File: src/pkg/flash_cmd_cfg.svh
// offsets, field positions, reset values and codes of the flash command block
`ifndef FLASH_CMD_CFG_SVH
`define FLASH_CMD_CFG_SVH
// register indices; byte address is four times the index
`define IDX_CONFIG        14'h0104
`define IDX_ERR_CONFIG    14'h0105
`define IDX_STATUS        14'h0106
`define IDX_ERR_STATUS    14'h0107
`define IDX_PFLASH_PROT   14'h0108
`define IDX_DFLASH_PROT   14'h0109
`define IDX_CMD_OBJ_HI    14'h010A
`define IDX_CMD_OBJ_LO    14'h010B
`define IDX_RSVD_A        14'h010C
`define IDX_RSVD_B        14'h010D
`define IDX_ECC_HI        14'h010E
`define IDX_ECC_LO        14'h010F
`define IDX_NV_OPTIONS    14'h0110
`define IDX_RSVD_C        14'h0111
`define IDX_RSVD_E        14'h0113
`define IDX_IRQ_STATUS    14'h0120
`define IDX_IRQ_MASK      14'h0121
`define IDX_MAP_CTRL      14'h0122
`define IDX_CMD_INDEX     14'h0123
`define IDX_SECURITY      14'h0124
// status bit positions
`define ST_CMD_DONE       7
`define ST_ACCERR         5
`define ST_FPVIOL         4
`define ST_MGBUSY         3
`define ST_MGSTAT1        1
`define ST_MGSTAT0        0
// protection open bit, mapping control bits
`define PROT_OPEN         7
`define MAP_PGM_INFO      0
`define MAP_DATA_INFO     1
`define MAP_SCRATCH       2
// interrupt status bits
`define IRQ_DONE          0
`define IRQ_ERROR         1
`define IRQ_UNSECURED     2
// reset values
`define PROT_RESET        8'hFF
`define OPT_RESET         8'hFF
`define SECURED_RESET     1'b1
// command codes and their launch index
`define CMD_VERIFY_ALL    8'h01
`define CMD_ERASE_ALL     8'h08
`define CMD_UNSECURE      8'h0B
`define CMD_IDX_NONE      3'h0
// global address ranges
`define PGM_ID_LO         23'h40_0000
`define PGM_ID_HI         23'h40_0007
`define PGM_VER_LO        23'h40_00E8
`define PGM_VER_HI        23'h40_00E9
`define PGM_ONCE_LO       23'h40_0100
`define PGM_ONCE_HI       23'h40_013F
`define DF_LO             23'h10_0000
`define DF_HI             23'h10_1FFF
`define DF_INFO_LO        23'h12_0000
`define DF_INFO_HI        23'h12_007F
`define RAM_LO            23'h12_3D00
`define RAM_HI            23'h12_3FFF
`endif

File: src/pkg/flash_cmd_pkg.sv
// types shared by the flash command block
package flash_cmd_pkg;
  typedef enum logic [1:0] {
    ST_IDLE  = 2'b00,
    ST_CHECK = 2'b01,
    ST_ARRAY = 2'b10,
    ST_DONE  = 2'b11
  } cmd_state_type;

  typedef enum logic [2:0] {
    RG_NONE    = 3'b000,
    RG_DEV_ID  = 3'b001,
    RG_VERSION = 3'b010,
    RG_ONCE    = 3'b011,
    RG_DFLASH  = 3'b100,
    RG_DF_INFO = 3'b101,
    RG_SCRATCH = 3'b110
  } region_type;
endpackage

File: src/pkg/map_decode_if.sv
// carrier between the command block and its global address decoder
`timescale 1ns/100ps
`default_nettype none
interface map_decode_if;
  import flash_cmd_pkg::*;
  logic [22:0] gaddr;
  logic        pgm_map_en;
  logic        data_map_en;
  logic        ram_map_en;
  region_type  region;
  logic [12:0] offset;
  modport dec (input gaddr, pgm_map_en, data_map_en, ram_map_en, output region, offset);
  modport ctl (output gaddr, pgm_map_en, data_map_en, ram_map_en, input region, offset);
endinterface
`default_nettype wire

File: src/design/flash_command_interface.sv
// flash command interface: apb registers, command sequencer, security, map
// Notes on behaviour
// - after erase-all completes, debug port runs erase-verify-all to confirm blankness.
// - commands loaded word by word through the indexed command object hi and lo byte registers.
// - no new command may be loaded while one is executing.
// - clearing complete flag launches; flag low while busy; flash writes then ignored.
// - program info row fields mapped only while its map bit is set.
// - data flash always mapped; its info region only with data map bit.
// - scratch ram mapped only with scratch map bit; rest reads reserved.
`timescale 1ns/100ps
`default_nettype none
`include "flash_cmd_cfg.svh"
module flash_command_interface
  import flash_cmd_pkg::*;
#(
  parameter int OBJ_WORDS = 6  // depth of the command object
) (
  input  wire logic        core_clk,       // bus clock
  input  wire logic        rst,            // sync reset, active high
  input  wire logic        psel,           // apb select
  input  wire logic        penable,        // apb enable
  input  wire logic        pwrite,         // apb direction
  input  wire logic [15:0] paddr,          // apb byte address
  input  wire logic [31:0] pwdata,         // apb write data
  output logic      [31:0] prdata,         // apb read data
  output logic             pready,         // apb ready
  output logic             pslverr,        // apb error
  output logic             irq,            // level interrupt
  output logic             array_start,    // one-cycle array launch
  output logic      [7:0]  array_cmd,      // command code to array
  output logic      [22:0] array_addr,     // global address to array
  input  wire logic        array_done,     // array finished, one cycle
  input  wire logic        array_fail,     // verify found bits not erased
  input  wire logic        array_uncorr,   // uncorrectable fault seen
  input  wire logic [15:0] array_ecc,      // ecc result of last operation
  input  wire logic [22:0] fetch_gaddr,    // global address to decode
  output region_type       fetch_region,   // region hit
  output logic      [12:0] fetch_offset,   // offset in region
  output logic             secured         // security state
);
  map_decode_if mif ();

  cmd_state_type state_r;
  logic [15:0] obj_r [OBJ_WORDS];
  logic [2:0]  obj_idx_r;
  logic [7:0]  config_r;
  logic [7:0]  err_config_r;
  logic [7:0]  pprot_r;
  logic [7:0]  dprot_r;
  logic [7:0]  opt_r;
  logic [15:0] ecc_r;
  logic [2:0]  map_r;
  logic        cmd_done_r;
  logic        accerr_r;
  logic        fpviol_r;
  logic        mgstat1_r;
  logic        mgstat0_r;
  logic        secured_r;
  logic [2:0]  irq_st_r;
  logic [2:0]  irq_mask_r;
  logic [31:0] rdata_r;
  logic        err_r;
  logic        start_r;
  logic [7:0]  cmd_r;
  logic [22:0] addr_r;

  logic [13:0] idx;
  logic        wr;
  logic        setup;
  logic        mapped;
  logic        flash_wr;
  logic        launch;
  logic        ev_done;
  logic        ev_error;
  logic        ev_unsec;
  logic [7:0]  code;
  logic        need_open;
  logic        idx_bad;
  logic        prot_bad;
  logic [7:0]  status;
  logic [15:0] obj_word;
  logic        irq_wr;
  logic        mask_wr;
  logic        verify_pass;

  assign idx      = paddr[15:2];
  assign setup    = psel && !penable;
  assign wr       = psel && penable && pwrite;
  // writes to flash registers ignored while a command runs
  assign flash_wr = wr && cmd_done_r;
  assign launch   = flash_wr && idx == `IDX_STATUS && pwdata[`ST_CMD_DONE];
  assign code     = obj_r[0][15:8];
  // interrupt registers stay reachable while busy
  assign irq_wr   = wr && idx == `IDX_IRQ_STATUS;
  assign mask_wr  = wr && idx == `IDX_IRQ_MASK;

  // decoder of the global address map
  assign mif.gaddr       = fetch_gaddr;
  assign mif.pgm_map_en  = map_r[`MAP_PGM_INFO];
  assign mif.data_map_en = map_r[`MAP_DATA_INFO];
  assign mif.ram_map_en  = map_r[`MAP_SCRATCH];
  assign fetch_region    = mif.region;
  assign fetch_offset    = mif.offset;

  global_map_decoder u_dec (
    .m (mif.dec)
  );

  // address decode; unaligned addresses or indices outside the two register windows answer with an error
  always_comb begin
    mapped = (paddr[1:0] == 2'b00) &&
             ((idx >= `IDX_CONFIG && idx <= `IDX_RSVD_E) ||
              (idx >= `IDX_IRQ_STATUS && idx <= `IDX_SECURITY));
  end

  always_comb begin
    status = 8'h00;
    status[`ST_CMD_DONE] = cmd_done_r;
    status[`ST_ACCERR]  = accerr_r;
    status[`ST_FPVIOL]  = fpviol_r;
    status[`ST_MGBUSY]  = state_r != ST_IDLE;
    status[`ST_MGSTAT1] = mgstat1_r;
    status[`ST_MGSTAT0] = mgstat0_r;
  end

  // launch checks: the erase and verify commands carry no extra words
  always_comb begin
    need_open = code == `CMD_ERASE_ALL || code == `CMD_UNSECURE;
    idx_bad   = (code == `CMD_ERASE_ALL || code == `CMD_VERIFY_ALL ||
                 code == `CMD_UNSECURE) && obj_idx_r != `CMD_IDX_NONE;
    prot_bad  = need_open && !(pprot_r[`PROT_OPEN] && dprot_r[`PROT_OPEN]);
  end

  // word under the index; indices past the depth read zero
  always_comb begin
    obj_word = 16'h0000;
    if (int'(obj_idx_r) < OBJ_WORDS) begin
      obj_word = obj_r[obj_idx_r];
    end
  end

  // apb answers in the first access cycle; read data caught in setup
  assign pready  = 1'b1;
  assign prdata  = rdata_r;
  assign pslverr = err_r;

  always_ff @(posedge core_clk) begin
    if (rst) begin
      rdata_r <= 32'h0000_0000;
      err_r   <= 1'b0;
    end else if (setup) begin
      err_r   <= !mapped;
      rdata_r <= 32'h0000_0000;
      case (idx)
        `IDX_CONFIG:      rdata_r[7:0]  <= config_r;
        `IDX_ERR_CONFIG:  rdata_r[7:0]  <= err_config_r;
        `IDX_STATUS:      rdata_r[7:0]  <= status;
        `IDX_PFLASH_PROT: rdata_r[7:0]  <= pprot_r;
        `IDX_DFLASH_PROT: rdata_r[7:0]  <= dprot_r;
        `IDX_CMD_OBJ_HI:  rdata_r[7:0]  <= obj_word[15:8];
        `IDX_CMD_OBJ_LO:  rdata_r[7:0]  <= obj_word[7:0];
        `IDX_ECC_HI:      rdata_r[7:0]  <= ecc_r[15:8];
        `IDX_ECC_LO:      rdata_r[7:0]  <= ecc_r[7:0];
        `IDX_NV_OPTIONS:  rdata_r[7:0]  <= opt_r;
        `IDX_IRQ_STATUS:  rdata_r[2:0]  <= irq_st_r;
        `IDX_IRQ_MASK:    rdata_r[2:0]  <= irq_mask_r;
        `IDX_MAP_CTRL:    rdata_r[2:0]  <= map_r;
        `IDX_CMD_INDEX:   rdata_r[2:0]  <= obj_idx_r;
        `IDX_SECURITY:    rdata_r[0]    <= secured_r;
        default:          rdata_r       <= 32'h0000_0000;
      endcase
    end
  end

  // configuration and protection registers, locked while busy
  always_ff @(posedge core_clk) begin
    if (rst) begin
      config_r     <= 8'h00;
      err_config_r <= 8'h00;
      pprot_r      <= `PROT_RESET;
      dprot_r      <= `PROT_RESET;
      opt_r        <= `OPT_RESET;
      map_r        <= 3'h0;
    end else if (flash_wr) begin
      case (idx)
        `IDX_CONFIG:      config_r     <= pwdata[7:0] & 8'h93;
        `IDX_ERR_CONFIG:  err_config_r <= pwdata[7:0] & 8'h03;
        `IDX_PFLASH_PROT: pprot_r      <= pwdata[7:0];
        `IDX_DFLASH_PROT: dprot_r      <= pwdata[7:0] & 8'h9F;
        `IDX_NV_OPTIONS:  opt_r        <= pwdata[7:0];
        `IDX_MAP_CTRL:    map_r        <= pwdata[2:0];
        default:          map_r        <= map_r;
      endcase
    end
  end

  // command object words, each word reached through the index
  always_ff @(posedge core_clk) begin
    if (rst) begin
      obj_idx_r <= 3'h0;
    end else if (flash_wr && idx == `IDX_CMD_INDEX) begin
      obj_idx_r <= pwdata[2:0];
    end
  end

  generate
    for (genvar w = 0; w < OBJ_WORDS; w++) begin : g_obj
      always_ff @(posedge core_clk) begin
        if (rst) begin
          obj_r[w] <= 16'h0000;
        end else if (flash_wr && obj_idx_r == 3'(w)) begin
          if (idx == `IDX_CMD_OBJ_HI) obj_r[w][15:8] <= pwdata[7:0];
          if (idx == `IDX_CMD_OBJ_LO) obj_r[w][7:0]  <= pwdata[7:0];
        end
      end
    end
  endgenerate

  // command sequencer; a launch only arrives while idle
  always_ff @(posedge core_clk) begin
    if (rst) begin
      state_r <= ST_IDLE;
      start_r <= 1'b0;
      cmd_r   <= 8'h00;
      addr_r  <= 23'h000000;
    end else begin
      start_r <= 1'b0;
      case (state_r)
        ST_IDLE: begin
          if (launch) state_r <= ST_CHECK;
        end
        ST_CHECK: begin
          if (idx_bad || prot_bad) begin
            state_r <= ST_DONE;
          end else begin
            start_r <= 1'b1;
            cmd_r   <= code;
            addr_r  <= {obj_r[0][6:0], obj_r[1]};
            state_r <= ST_ARRAY;
          end
        end
        ST_ARRAY: begin
          if (array_done) state_r <= ST_DONE;
        end
        ST_DONE: begin
          state_r <= ST_IDLE;
        end
        default:  state_r <= ST_IDLE;
      endcase
    end
  end

  // array side sees only registered values, never the bus
  assign array_start = start_r;
  assign array_cmd   = cmd_r;
  assign array_addr  = addr_r;

  // complete flag: low from launch until the operation ends
  always_ff @(posedge core_clk) begin
    if (rst) begin
      cmd_done_r <= 1'b1;
    end else if (launch) begin
      cmd_done_r <= 1'b0;
    end else if (state_r == ST_DONE) begin
      cmd_done_r <= 1'b1;
    end
  end

  // access and protection error flags: set by the sequencer, cleared by writing one; set wins
  always_ff @(posedge core_clk) begin
    if (rst) begin
      accerr_r  <= 1'b0;
      fpviol_r  <= 1'b0;
      mgstat1_r <= 1'b0;
      mgstat0_r <= 1'b0;
      ecc_r     <= 16'h0000;
    end else begin
      if (state_r == ST_CHECK && idx_bad) begin
        accerr_r <= 1'b1;
      end else if (flash_wr && idx == `IDX_STATUS && pwdata[`ST_ACCERR]) begin
        accerr_r <= 1'b0;
      end
      if (state_r == ST_CHECK && prot_bad && !idx_bad) begin
        fpviol_r <= 1'b1;
      end else if (flash_wr && idx == `IDX_STATUS && pwdata[`ST_FPVIOL]) begin
        fpviol_r <= 1'b0;
      end
      // verify result flags start clean for each launch
      if (launch) begin
        mgstat1_r <= 1'b0;
        mgstat0_r <= 1'b0;
      end else if (state_r == ST_ARRAY && array_done) begin
        mgstat1_r <= array_fail;
        mgstat0_r <= array_uncorr;
        ecc_r     <= array_ecc;
      end
    end
  end

  // a clean verify or unsecure result, seen with the done pulse
  assign verify_pass = state_r == ST_ARRAY && array_done && !array_fail &&
                       (cmd_r == `CMD_VERIFY_ALL || cmd_r == `CMD_UNSECURE);

  // security drops only on a passing verify or unsecure; failure keeps it
  always_ff @(posedge core_clk) begin
    if (rst) begin
      secured_r <= `SECURED_RESET;
    end else if (verify_pass) begin
      secured_r <= 1'b0;
    end
  end

  // security state straight from its flop
  assign secured = secured_r;

  // interrupt events
  assign ev_done  = state_r == ST_DONE;
  assign ev_error = state_r == ST_CHECK && (idx_bad || prot_bad);
  assign ev_unsec = verify_pass && secured_r;

  // sticky interrupt status; a new event beats a same-cycle clear
  always_ff @(posedge core_clk) begin
    if (rst) begin
      irq_st_r <= 3'h0;
    end else begin
      irq_st_r <= (irq_st_r & ~(irq_wr ? pwdata[2:0] : 3'h0))
                  | {ev_unsec, ev_error, ev_done};
    end
  end

  // mask stays writable while busy so software can quiet the line
  always_ff @(posedge core_clk) begin
    if (rst) begin
      irq_mask_r <= 3'h0;
    end else if (mask_wr) begin
      irq_mask_r <= pwdata[2:0];
    end
  end

  // level output; masking hides a bit but keeps it sticky
  assign irq = |(irq_st_r & irq_mask_r);
endmodule
`default_nettype wire

File: src/design/global_map_decoder.sv
// global address decoder for info rows, data flash and scratch ram
`timescale 1ns/100ps
`default_nettype none
`include "flash_cmd_cfg.svh"
module global_map_decoder
  import flash_cmd_pkg::*;
(
  map_decode_if.dec m  // decode request and answer
);
  // info rows and scratch ram only exist while their map bit is set
  always_comb begin
    m.region = RG_NONE;
    m.offset = 13'h0000;
    if (m.pgm_map_en && m.gaddr >= `PGM_ID_LO && m.gaddr <= `PGM_ID_HI) begin
      m.region = RG_DEV_ID;
      m.offset = 13'(m.gaddr - `PGM_ID_LO);
    end else if (m.pgm_map_en && m.gaddr >= `PGM_VER_LO && m.gaddr <= `PGM_VER_HI) begin
      m.region = RG_VERSION;
      m.offset = 13'(m.gaddr - `PGM_VER_LO);
    end else if (m.pgm_map_en && m.gaddr >= `PGM_ONCE_LO && m.gaddr <= `PGM_ONCE_HI) begin
      m.region = RG_ONCE;
      m.offset = 13'(m.gaddr - `PGM_ONCE_LO);
    end else if (m.gaddr >= `DF_LO && m.gaddr <= `DF_HI) begin
      m.region = RG_DFLASH;
      m.offset = 13'(m.gaddr - `DF_LO);
    end else if (m.data_map_en && m.gaddr >= `DF_INFO_LO && m.gaddr <= `DF_INFO_HI) begin
      m.region = RG_DF_INFO;
      m.offset = 13'(m.gaddr - `DF_INFO_LO);
    end else if (m.ram_map_en && m.gaddr >= `RAM_LO && m.gaddr <= `RAM_HI) begin
      m.region = RG_SCRATCH;
      m.offset = 13'(m.gaddr - `RAM_LO);
    end
  end
endmodule
`default_nettype wire

File: config.mk
export PLATFORM = sky130hd
export DESIGN_NAME = flash_command_interface
export DESIGN_NICKNAME = d
export VERILOG_FILES = /design/src/pkg/flash_cmd_pkg.sv /design/src/pkg/map_decode_if.sv /design/src/design/flash_command_interface.sv /design/src/design/global_map_decoder.sv
export VERILOG_INCLUDE_DIRS = /design/src /design/src/pkg
export SDC_FILE = /design/constraint.sdc
export NUM_CORES = 1
export LEC_CHECK = 0
export BUFFER_PORTS_ARGS = -buffer_cell sky130_fd_sc_hd__buf_4
export CORE_ASPECT_RATIO = 0.6
export CORE_MARGIN = 5
export CORE_UTILIZATION = 50
export CTS_BUF_LIST = sky130_fd_sc_hd__clkbuf_2 sky130_fd_sc_hd__clkbuf_4 sky130_fd_sc_hd__clkbuf_8
export DETAILED_ROUTE_END_ITERATION = 7
export GPL_TIMING_DRIVEN = 0
export HOLD_SLACK_MARGIN = 0.06
export PLACE_DENSITY = 0.75
export SLEW_MARGIN = 20
export SYNTH_ARGS = -nofsm -noshare
export SYNTH_HDL_FRONTEND = slang
export SYNTH_SLANG_ARGS = --single-unit
File: constraint.sdc
create_clock -name core_clk -period 4.6 [get_ports core_clk]
set_input_delay 0.46 -clock core_clk [delete_from_list [all_inputs] [get_ports core_clk]]
set_output_delay 0.46 -clock core_clk [all_outputs]
set_load 0.03 [all_outputs]
==> run metrics, run 1 <==
status=complete, no violations; die area=around 24000 sq um; crit path DAT=3280 ps; RSZ-0062 raised after global routing=false; CP startpoint kind=input port; core area=between 20000 and 25000 sq um; DRT iter0 DRCs=1102; routing usage on met3=9.40%; pwr dens=between 300 and 400 nW/um^2; Via Count=9054; H-tree depth=1; crit path cell chain=buf_4 > clkbuf_1 > inv_1 > ha_1 > nor4bb_1 > nand4_1 > a2111oi_4 > buf_4 > and2_1 > o21ai_1 > a21bo_1 > buf_4; CTS tree=yes; sequential-to-total area share from yosys stat=between 40 and 50%; Top Ports=179; Die Y=123 um; Max Buffers Root-to-Sink=3; pre-CTS setup slack=approximately 910 ps; Slew @ Worst Pin=slightly above 900 ps; Synth Register Bits=just over 200; routed len/inst=21.0 um; leak pwr=4.86 nW; Setup Buffers After CTS=0; vias in the first global route=8219; layout cells sized above 1=21.3%; Clock transition at path regs=60 ps; Peak VDD IR=0.259 mV; Worst Setup SP=fetch_gaddr[8]; Detailed Routing Iterations Pass 1=5; Worst Path Required=4140 ps; CP Max Fanout=10; CP delay by family, top=buffers and inverters; CTS Sinks=205; worst path bufs/invs=5; Final Hold Vio Count=0; area delta synth->final=19.1%; largest net degree at the start of global routing=15; Crit path largest cell delay=approximately 520 ps; Die Wd=199 um; PostCTS Resize Cnt=0; Unique masters post-synth=85; clock latency at the later pin of the worst-skew pair=a little under 600 ps; Hold Path Class=input port to flip-flop; Fillers=between 1500 and 2000; Final GP Congestion=a little over 1; Slew HR=37.6%; hold buffers post-CTS=0; global routing's busiest layer=met1; placed wire-length estimate=roughly 25000 um; WL final=32400 um; Crit. End Element=primary output; setup TNS=0 ps; Critical Path Sink=fetch_offset[8]; Final ANT Viol Nets=0; Setup Skew=11.6 ps; crit share post-route=81.2%; setup ws final=864 ps; first-pass GRT wire length=48300 um; I/O Buffers=126; top-count cell post-synth=nand2_1; r2r setup slk=2030 ps; Final nets=1346; fmax=0.268 GHz; worst r2r path cells=7; initial antenna violation count=1; post-synth top area cell=edfxtp_1; Power Total=0.00427 W; ant diodes=0; Starting Density=50.8%; # DRC=0; commonest register cell after synthesis=dfxtp_1; final setup violating endpoints=0; max-cap viol count=0; Critical R2R Capture=prdata[3]; most used cell, CP=buf_4; Post-synth top cells=149 x nand2_1, 109 x dfxtp_1, 100 x and2_1; Yosys top cell area share=27.0%; GRT Total Usage=25.9%; Final Util=60.5%; routed vias/inst=5.87; Mapped Area=10700 sq um; min Tclk post-route=3740 ps; syn_area_per_cell=10.1 sq um; Levels on crit path=12; met1 usage=about 41%; CP max stage cell=a2111oi_4; WHS=128 ps; final slew viol count=0; FP Rows=between 40 and 50; yosys warns=0; Crit Path Class=input port to primary output; root buf cell=clkbuf_8; EDFF count, synth=96; Cells after Synth=1058; ranking of synthesized cells by area=edfxtp_1 27%, dfxtp_1 20%, and2_1 5.9%, nand2_1 5.2%, mux2i_1 5.0%; met2 GRT Util=33.9%; CTS buffer count=30; gr ovfl total=0; FFs w/ async S/R, synth=0%
## metrics by stage
stage / std cells / area (sq um)
floorplan: 1081 / 10700
global placement: 1486 / 12000
detailed placement: 1486 / 12000
CTS: 1542 / 12700
global route: 1542 / 12700
finish: 1542 / 12700
## sequential cells by signal (all words and copies together), names as in the netlist, 3 cells and up, named ones only
register and count:
obj_r 96, array_addr 23, ecc_r 16, array_cmd 8
opt_r 8, pprot_r 8, prdata 8, dprot_r 7
config_r 4, irq_mask_r 3, irq_st_r 3, map_r 3
obj_idx_r 3
## worst min-delay path, cell delays in order
cell and delay (ps):
buf_4 80, mux2i_1 50, nor2_1 70
## layout make-up
class	count	area [sq um]	share of cell area [%]
multi-input combinational	772	5150	40.6
sequential	205	5060	39.9
timing repair buffer	126	946	7.45
clock buffer	42	541	4.26
buffer	89	473	3.73
tap	279	349	2.75
clock inverter	14	111	0.877
inverter	15	56.3	0.444
## power by group
| group | internal, W | switching [W] | leakage (nW) |
|---|---|---|---|
| sequential | 0.00198 | 0.0000480 | 1.88 |
| clock | 0.000869 | 0.000723 | 0.337 |
| combinational | 0.000211 | 0.000437 | 2.65 |
| total | 0.00306 | 0.00121 | 4.86 |
## kinds of logic after synthesis
| family | share of synthesized area (%) |
|---|---|
| other cells | 0.0704 |
| simple gates | 24.9 |
| compound gates | 11.9 |
| fa+ha+maj | 1.41 |
| buf+inv | 4.96 |
| mux | 8.78 |
| xor+xnor | 0.493 |
| flops | 47.5 |
## cell usage in the layout (no fill, tap or decap), drive strengths merged, types with 11 or more instances in the layout
| cell type | count |
|---|---|
| a21oi | 48 |
| a22oi | 17 |
| and2 | 101 |
| buf | 171 |
| clkbuf | 86 |
| clkinv | 11 |
| conb | 25 |
| dfxtp | 109 |
| edfxtp | 96 |
| ha | 12 |
| inv | 15 |
| mux2i | 53 |
| mux4 | 17 |
| nand2 | 149 |
| nand3 | 20 |
| nand3b | 17 |
| nor2 | 64 |
| nor3 | 31 |
| nor4 | 15 |
| o21ai | 35 |
| o21bai | 14 |
## how the worst min path moves through the flow
stage,startpoint,endpoint,slack [ps],cells after the start
after global placement,dprot_r[6],dprot_r[6],440,1
after global routing,array_ecc[6],ecc_r[6],110,3
final,array_ecc[9],ecc_r[9],130,3
after CTS,array_ecc[9],ecc_r[9],100,3
after detailed placement,dprot_r[6],dprot_r[6],440,1
after floorplan,dprot_r[6],dprot_r[6],430,1
## routing by layer
| layer | vias up | part of all wire [%] |
|---|---|---|
| met1 | 4364 | 46 |
| met3 | 54 | 14 |
| met4 | 0 | 1.3 |
| met2 | 495 | 39 |
| li1 | 4141 | - |
| met5 | - | 0 |
Power figures use the tool's default switching activity.
==> run 2, diff against run 1 <==
--- a/config.mk
+++ b/config.mk
@@ -14,7 +14,7 @@
 export DETAILED_ROUTE_END_ITERATION = 7
 export GPL_TIMING_DRIVEN = 0
 export HOLD_SLACK_MARGIN = 0.06
-export PLACE_DENSITY = 0.75
+export PLACE_DENSITY = 0.78
 export SLEW_MARGIN = 20
 export SYNTH_ARGS = -nofsm -noshare
 export SYNTH_HDL_FRONTEND = slang
==> constraint.sdc (replaced) <==
create_clock -name core_clk -period 3 [get_ports core_clk]
set_input_delay 0.3 -clock core_clk [delete_from_list [all_inputs] [get_ports core_clk]]
set_output_delay 0.3 -clock core_clk [all_outputs]
set_load 0.03 [all_outputs]
==> run metrics, run 2 (synthesized netlist as in run 1, its figures left out) <==
status=complete, no violations; Die Y=123 um; Worst Setup SP=fetch_gaddr[4]; DRT iter0 DRCs=between 1000 and 1500; Crit path largest cell delay=480 ps; CP max stage cell=or4b_4; Slew HR=35.0%; crit path cell chain=buf_4 > clkinvlp_4 > ha_4 > or4b_4 > a31o_2 > a211o_1 > o211ai_1 > nor4_4 > buf_6 > nor3b_2 > buf_4; root buf cell=clkbuf_8; Die Wd=a little under 200 um; GRT Total Usage=26.6%; min Tclk post-route=2940 ps; design area=12900 sq um; Top Ports=179; routed vias/inst=5.73; clock latency at the later pin of the worst-skew pair=570 ps; Hold Path Class=input port to flip-flop; Net Sw Power=0.00182 W; clock network power share=33.8%; most used cell, CP=buf_4; Comb pwr share=16.4%; worst r2r path cells=9; Crit Path Class=input port to primary output; Starting Density=approximately half; pwr dens=485 nW/um^2; Via Count=8975; CP Max Fanout=7; leak pwr=approximately 4.9 nW; Critical R2R Capture=prdata[6]; routed len/inst=21.1 um; layout cells sized above 1=22.1%; WL final=approximately 33000 um; # DRC=0; Final GP Congestion=0.992; Max Buffers Root-to-Sink=3; Detailed Routing Iterations Pass 1=5; CTS tree=yes; Slew @ Worst Pin=975 ps; crit share post-route=97.8%; ant diodes=0; Power Total=0.00626 W; gr ovfl total=0; CTS buffer count=29; Biggest register=obj_r; final setup violating endpoints=0; most common cell after layout, fill and taps aside=buf_4; Final ANT Viol Nets=0; fmax=0.341 GHz; Critical Path Sink=fetch_offset[5]; dpl cell area=12000 sq um; Fillers=1746; max-cap viol count=0; core area=~21000 sq um; die area=24400 sq um; initial antenna violation count=0; Peak VDD IR=0.343 mV; Final Hold Vio Count=0; final slew viol count=0; vias in the first global route=8462; Crit. End Element=primary output; CTS Sinks=between 200 and 250; first-pass GRT wire length=around 50000 um; cell-internal power=approximately 0.0044 W; r2r setup slk=430 ps; area delta synth->final=21.2%; sw frac=between 20 and 30%; Seq pwr share=49.8%; Clock transition at path regs=70 ps; Worst Path Required=2700 ps; FP Rows=41; Largest register FFs=96; crit path DAT=2640 ps; I/O Buffers=126; Final nets=1373; most frequent cells in the layout=162 x buf_4, 149 x nand2_1, 109 x dfxtp_1; H-tree depth=1; largest net degree at the start of global routing=14; placed wire-length estimate=25100 um; Setup Skew=22.7 ps; CP startpoint kind=input port
-- run 2: cell types whose count changed in the layout (fill, tap and decap cells not counted), moves of 2 or more --
| cell | change |
|---|---|
| buf_4 | +8 |
| buf_6 | +2 |
| bufinv_16 | -2 |
| clkbuf_4 | +3 |
| clkbuf_8 | -5 |
| dlygate4sd3_1 | +19 |
| ha_1 | -2 |
| inv_1 | -3 |
| nor3b_1 | -2 |
| nor3b_2 | +2 |
-- run 2: per-layer routing --
metal / routed length, um / vias up / global-route usage, %
met2: 13400 / 466 / 36.9
met1: 14800 / 4279 / 41.1
li1: - / 4181 / -
met5: 0 / - / 0
met4: 426 / 0 / 3.67
met3: 4430 / 49 / 9.04
-- run 2: how the worst min path moves through the flow --
stage | start | endpoint | slack (ps) | cells after the start
2_1_floorplan | dprot_r[6] | dprot_r[6] | 430 | 1
3_3_place_gp | dprot_r[6] | dprot_r[6] | 430 | 1
3_5_place_dp | dprot_r[6] | dprot_r[6] | 440 | 1
4_1_cts | pwdata[1] | dprot_r[1] | 80 | 3
5_1_grt | pwdata[1] | dprot_r[1] | 100 | 3
6_report | pwdata[1] | dprot_r[1] | 100 | 3
-- run 2: cell type report --
class / instances / area (sq um) / share of cell area [%]
inverters: 15 / 63.8 / 0.494
clock inverters: 13 / 52.6 / 0.407
plain buffers: 88 / 473 / 3.66
flip-flops and latches: 205 / 5060 / 39.2
clock buffers: 40 / 494 / 3.82
well taps: 279 / 349 / 2.70
repair buffers: 155 / 1210 / 9.40
multi-input cells: 772 / 5210 / 40.3
-- run 2: power by group through the flow --
stage	sequential, W	clock (W)	combinational, W
global placement	0.00317	0	0.000970
detailed placement	0.00318	0	0.000981
CTS	0.00312	0.00214	0.00101
global route	0.00313	0.00226	0.00111
finish	0.00312	0.00212	0.00103
floorplan	0.00328	0	0.000473
-- run 2: through the flow --
stage	hold WS (ps)	TNS, ps	instances	util (%)	setup slack, ps
finish	99.9	0	1567	61.6	64.5
global route	100	-41.5	1567	61.6	-22.5
CTS	79.9	0	1558	61.1	25.4
detailed placement	444	-4820	1486	57.4	-464
global placement	435	-5790	1486	57.4	-504
floorplan	427	0	1081	-	47.3
-- run 2: critical path: cells and delay by family --
kind	cells	cell delay, ps
compound gates	3	800
simple gates	3	760
buf+inv	4	610
fa+ha+maj	1	160
-- run 2: repair_timing --
| item | CTS | global route |
|---|---|---|
| pin swaps | 1 | 5 |
| hold buffers | 19 | 0 |
| resized for setup | 6 | 9 |
| setup buffers | 1 | 9 |
| endpoints found under the hold margin | 19 | 0 |
| cloned | 0 | 0 |
| setup endpoints to repair | 14 | 12 |
==> run 3, diff against run 2 <==
--- a/config.mk
+++ b/config.mk
@@ -15,6 +15,7 @@
 export GPL_TIMING_DRIVEN = 0
 export HOLD_SLACK_MARGIN = 0.06
 export PLACE_DENSITY = 0.78
+export SETUP_SLACK_MARGIN = 0.2
 export SLEW_MARGIN = 20
 export SYNTH_ARGS = -nofsm -noshare
 export SYNTH_HDL_FRONTEND = slang
==> run metrics, run 3 (synthesized netlist as in run 1, its figures left out) <==
min Tclk post-route=2810 ps; first-pass GRT wire length=50500 um; GRT Total Usage=27.0%; Slew HR=35.1%; # DRC=0; WHS=111 ps; Crit Path Class=input port to primary output; routed len/inst=21.6 um; CTS Sinks=between 200 and 250; initial antenna violation count=0; setup ws final=195 ps; Final nets=~1400; status=complete, no violations; pwr dens=489 nW/um^2; leak pwr=5.08 nW; Max Buffers Root-to-Sink=3; I/O Buffers=about 130; max-cap viol count=0; Setup Skew=24.0 ps; Crit. End Element=primary output; CP Max Fanout=8; WL final=34100 um; root buf cell=clkbuf_8; Slew @ Worst Pin=973 ps; Final ANT Viol Nets=0; largest net degree at the start of global routing=15; placed wire-length estimate=~25000 um; layout cells sized above 1=24.5%; Final Hold Vio Count=0; DRT iter0 DRCs=1138; RSZ-0062 raised after global routing=true; Hold Path Class=input port to flip-flop; crit share post-route=93.5%; Top Ports=179; Largest register FFs=96; most frequent cells in the layout=166 x buf_4, 148 x nand2_1, 108 x dfxtp_1; clock latency at the later pin of the worst-skew pair=570 ps; crit path DAT=2510 ps; routed vias/inst=5.83; setup TNS=0 ps; Worst Path Required=2700 ps; dpl cell area=12100 sq um; area delta synth->final=23.9%; Die Wd=199 um; Via Count=around 9200; CTS buffer count=29; Peak VDD IR=0.344 mV; Clock transition at path regs=70 ps; Die Y=approximately 120 um; gr ovfl total=0; CTS tree=yes; Final GP Congestion=0.996; Starting Density=50.8%; final slew viol count=0; CP startpoint kind=input port; final setup violating endpoints=0; design area=13200 sq um; H-tree depth=1; pre-CTS setup slack=-398 ps; vias in the first global route=8600; fmax=0.356 GHz; Final Util=62.9%; most common cell after layout, fill and taps aside=buf_4; core area=21000 sq um; Biggest register=obj_r; die area=around 24000 sq um; ant diodes=0; Detailed Routing Iterations Pass 1=6; FP Rows=41
[run 3: cell count changes in the layout (fill, tap and decap cells not counted), moves of 2 or more]
cell	previous run	this run
clkinv_1	10	3
nor4_1	9	7
buf_6	5	8
inv_4	0	2
buf_4	162	166
clkinv_2	3	5
clkbuf_8	31	37
[run 3: routing by layer]
layer / GRT usage [%] / wire length (um) / part of all wire [%]
met5: 0 / 0 / 0
met4: 4.06 / 484 / 1.4
met3: 9.23 / 4440 / 13
met2: 37.0 / 14000 / 41
met1: 41.8 / 15100 / 44
[run 3: report_power, final]
group          total (W)  switching, W  leakage (nW)  internal [W]
combinational    0.00104      0.000690          2.87      0.000351
clock            0.00230       0.00109         0.327       0.00121
sequential       0.00311     0.0000739          1.88       0.00304
total            0.00645       0.00185          5.08       0.00460
[run 3: timing repair]
action,in CTS,in global routing
endpoints found under the setup margin,14,13
endpoints found under the hold margin,19,0
pin swaps,8,14
buffers inserted,12,6
gates resized for setup,20,26
hold buffers,19,0
[run 3: layout make-up]
cell class,instances,area (sq um)
fillers,1717,7780
multi-input cells,772,5320
flip-flops and latches,205,5070
repair buffers,163,1300
clock buffers,45,569
plain buffers,89,485
well taps,279,349
inverters,15,68.8
clock inverters,9,43.8
[run 3: worst paths after layout]
| kind | from | endpoint | slack [ps] | cells after the start |
|---|---|---|---|---|
| max | fetch_gaddr[4] | fetch_offset[5] | 190 | 11 |
| min | pwdata[6] | obj_r[0][6] | 110 | 2 |
| max reg2reg | flip-flop | prdata[6] | 400 | 9 |
| min reg2reg | array_addr[19] | array_addr[19] | 460 | 2 |
[run 3: stage by stage]
| step | instances | total power (W) |
|---|---|---|
| after detailed placement | 1486 | 0.00416 |
| after floorplan | 1081 | 0.00375 |
| final | 1577 | 0.00645 |
| after global routing | 1577 | 0.00669 |
| after global placement | 1486 | 0.00414 |
| after CTS | 1571 | 0.00644 |
[run 3: worst max-delay path, stage by stage]
cell,delay (ps)
buf_4,140
clkinvlp_4,100
ha_4,160
or4b_4,480
a31o_4,230
a211o_1,290
o211ai_1,210
nor4_4,60
buf_6,150
nor3b_2,180
buf_4,180
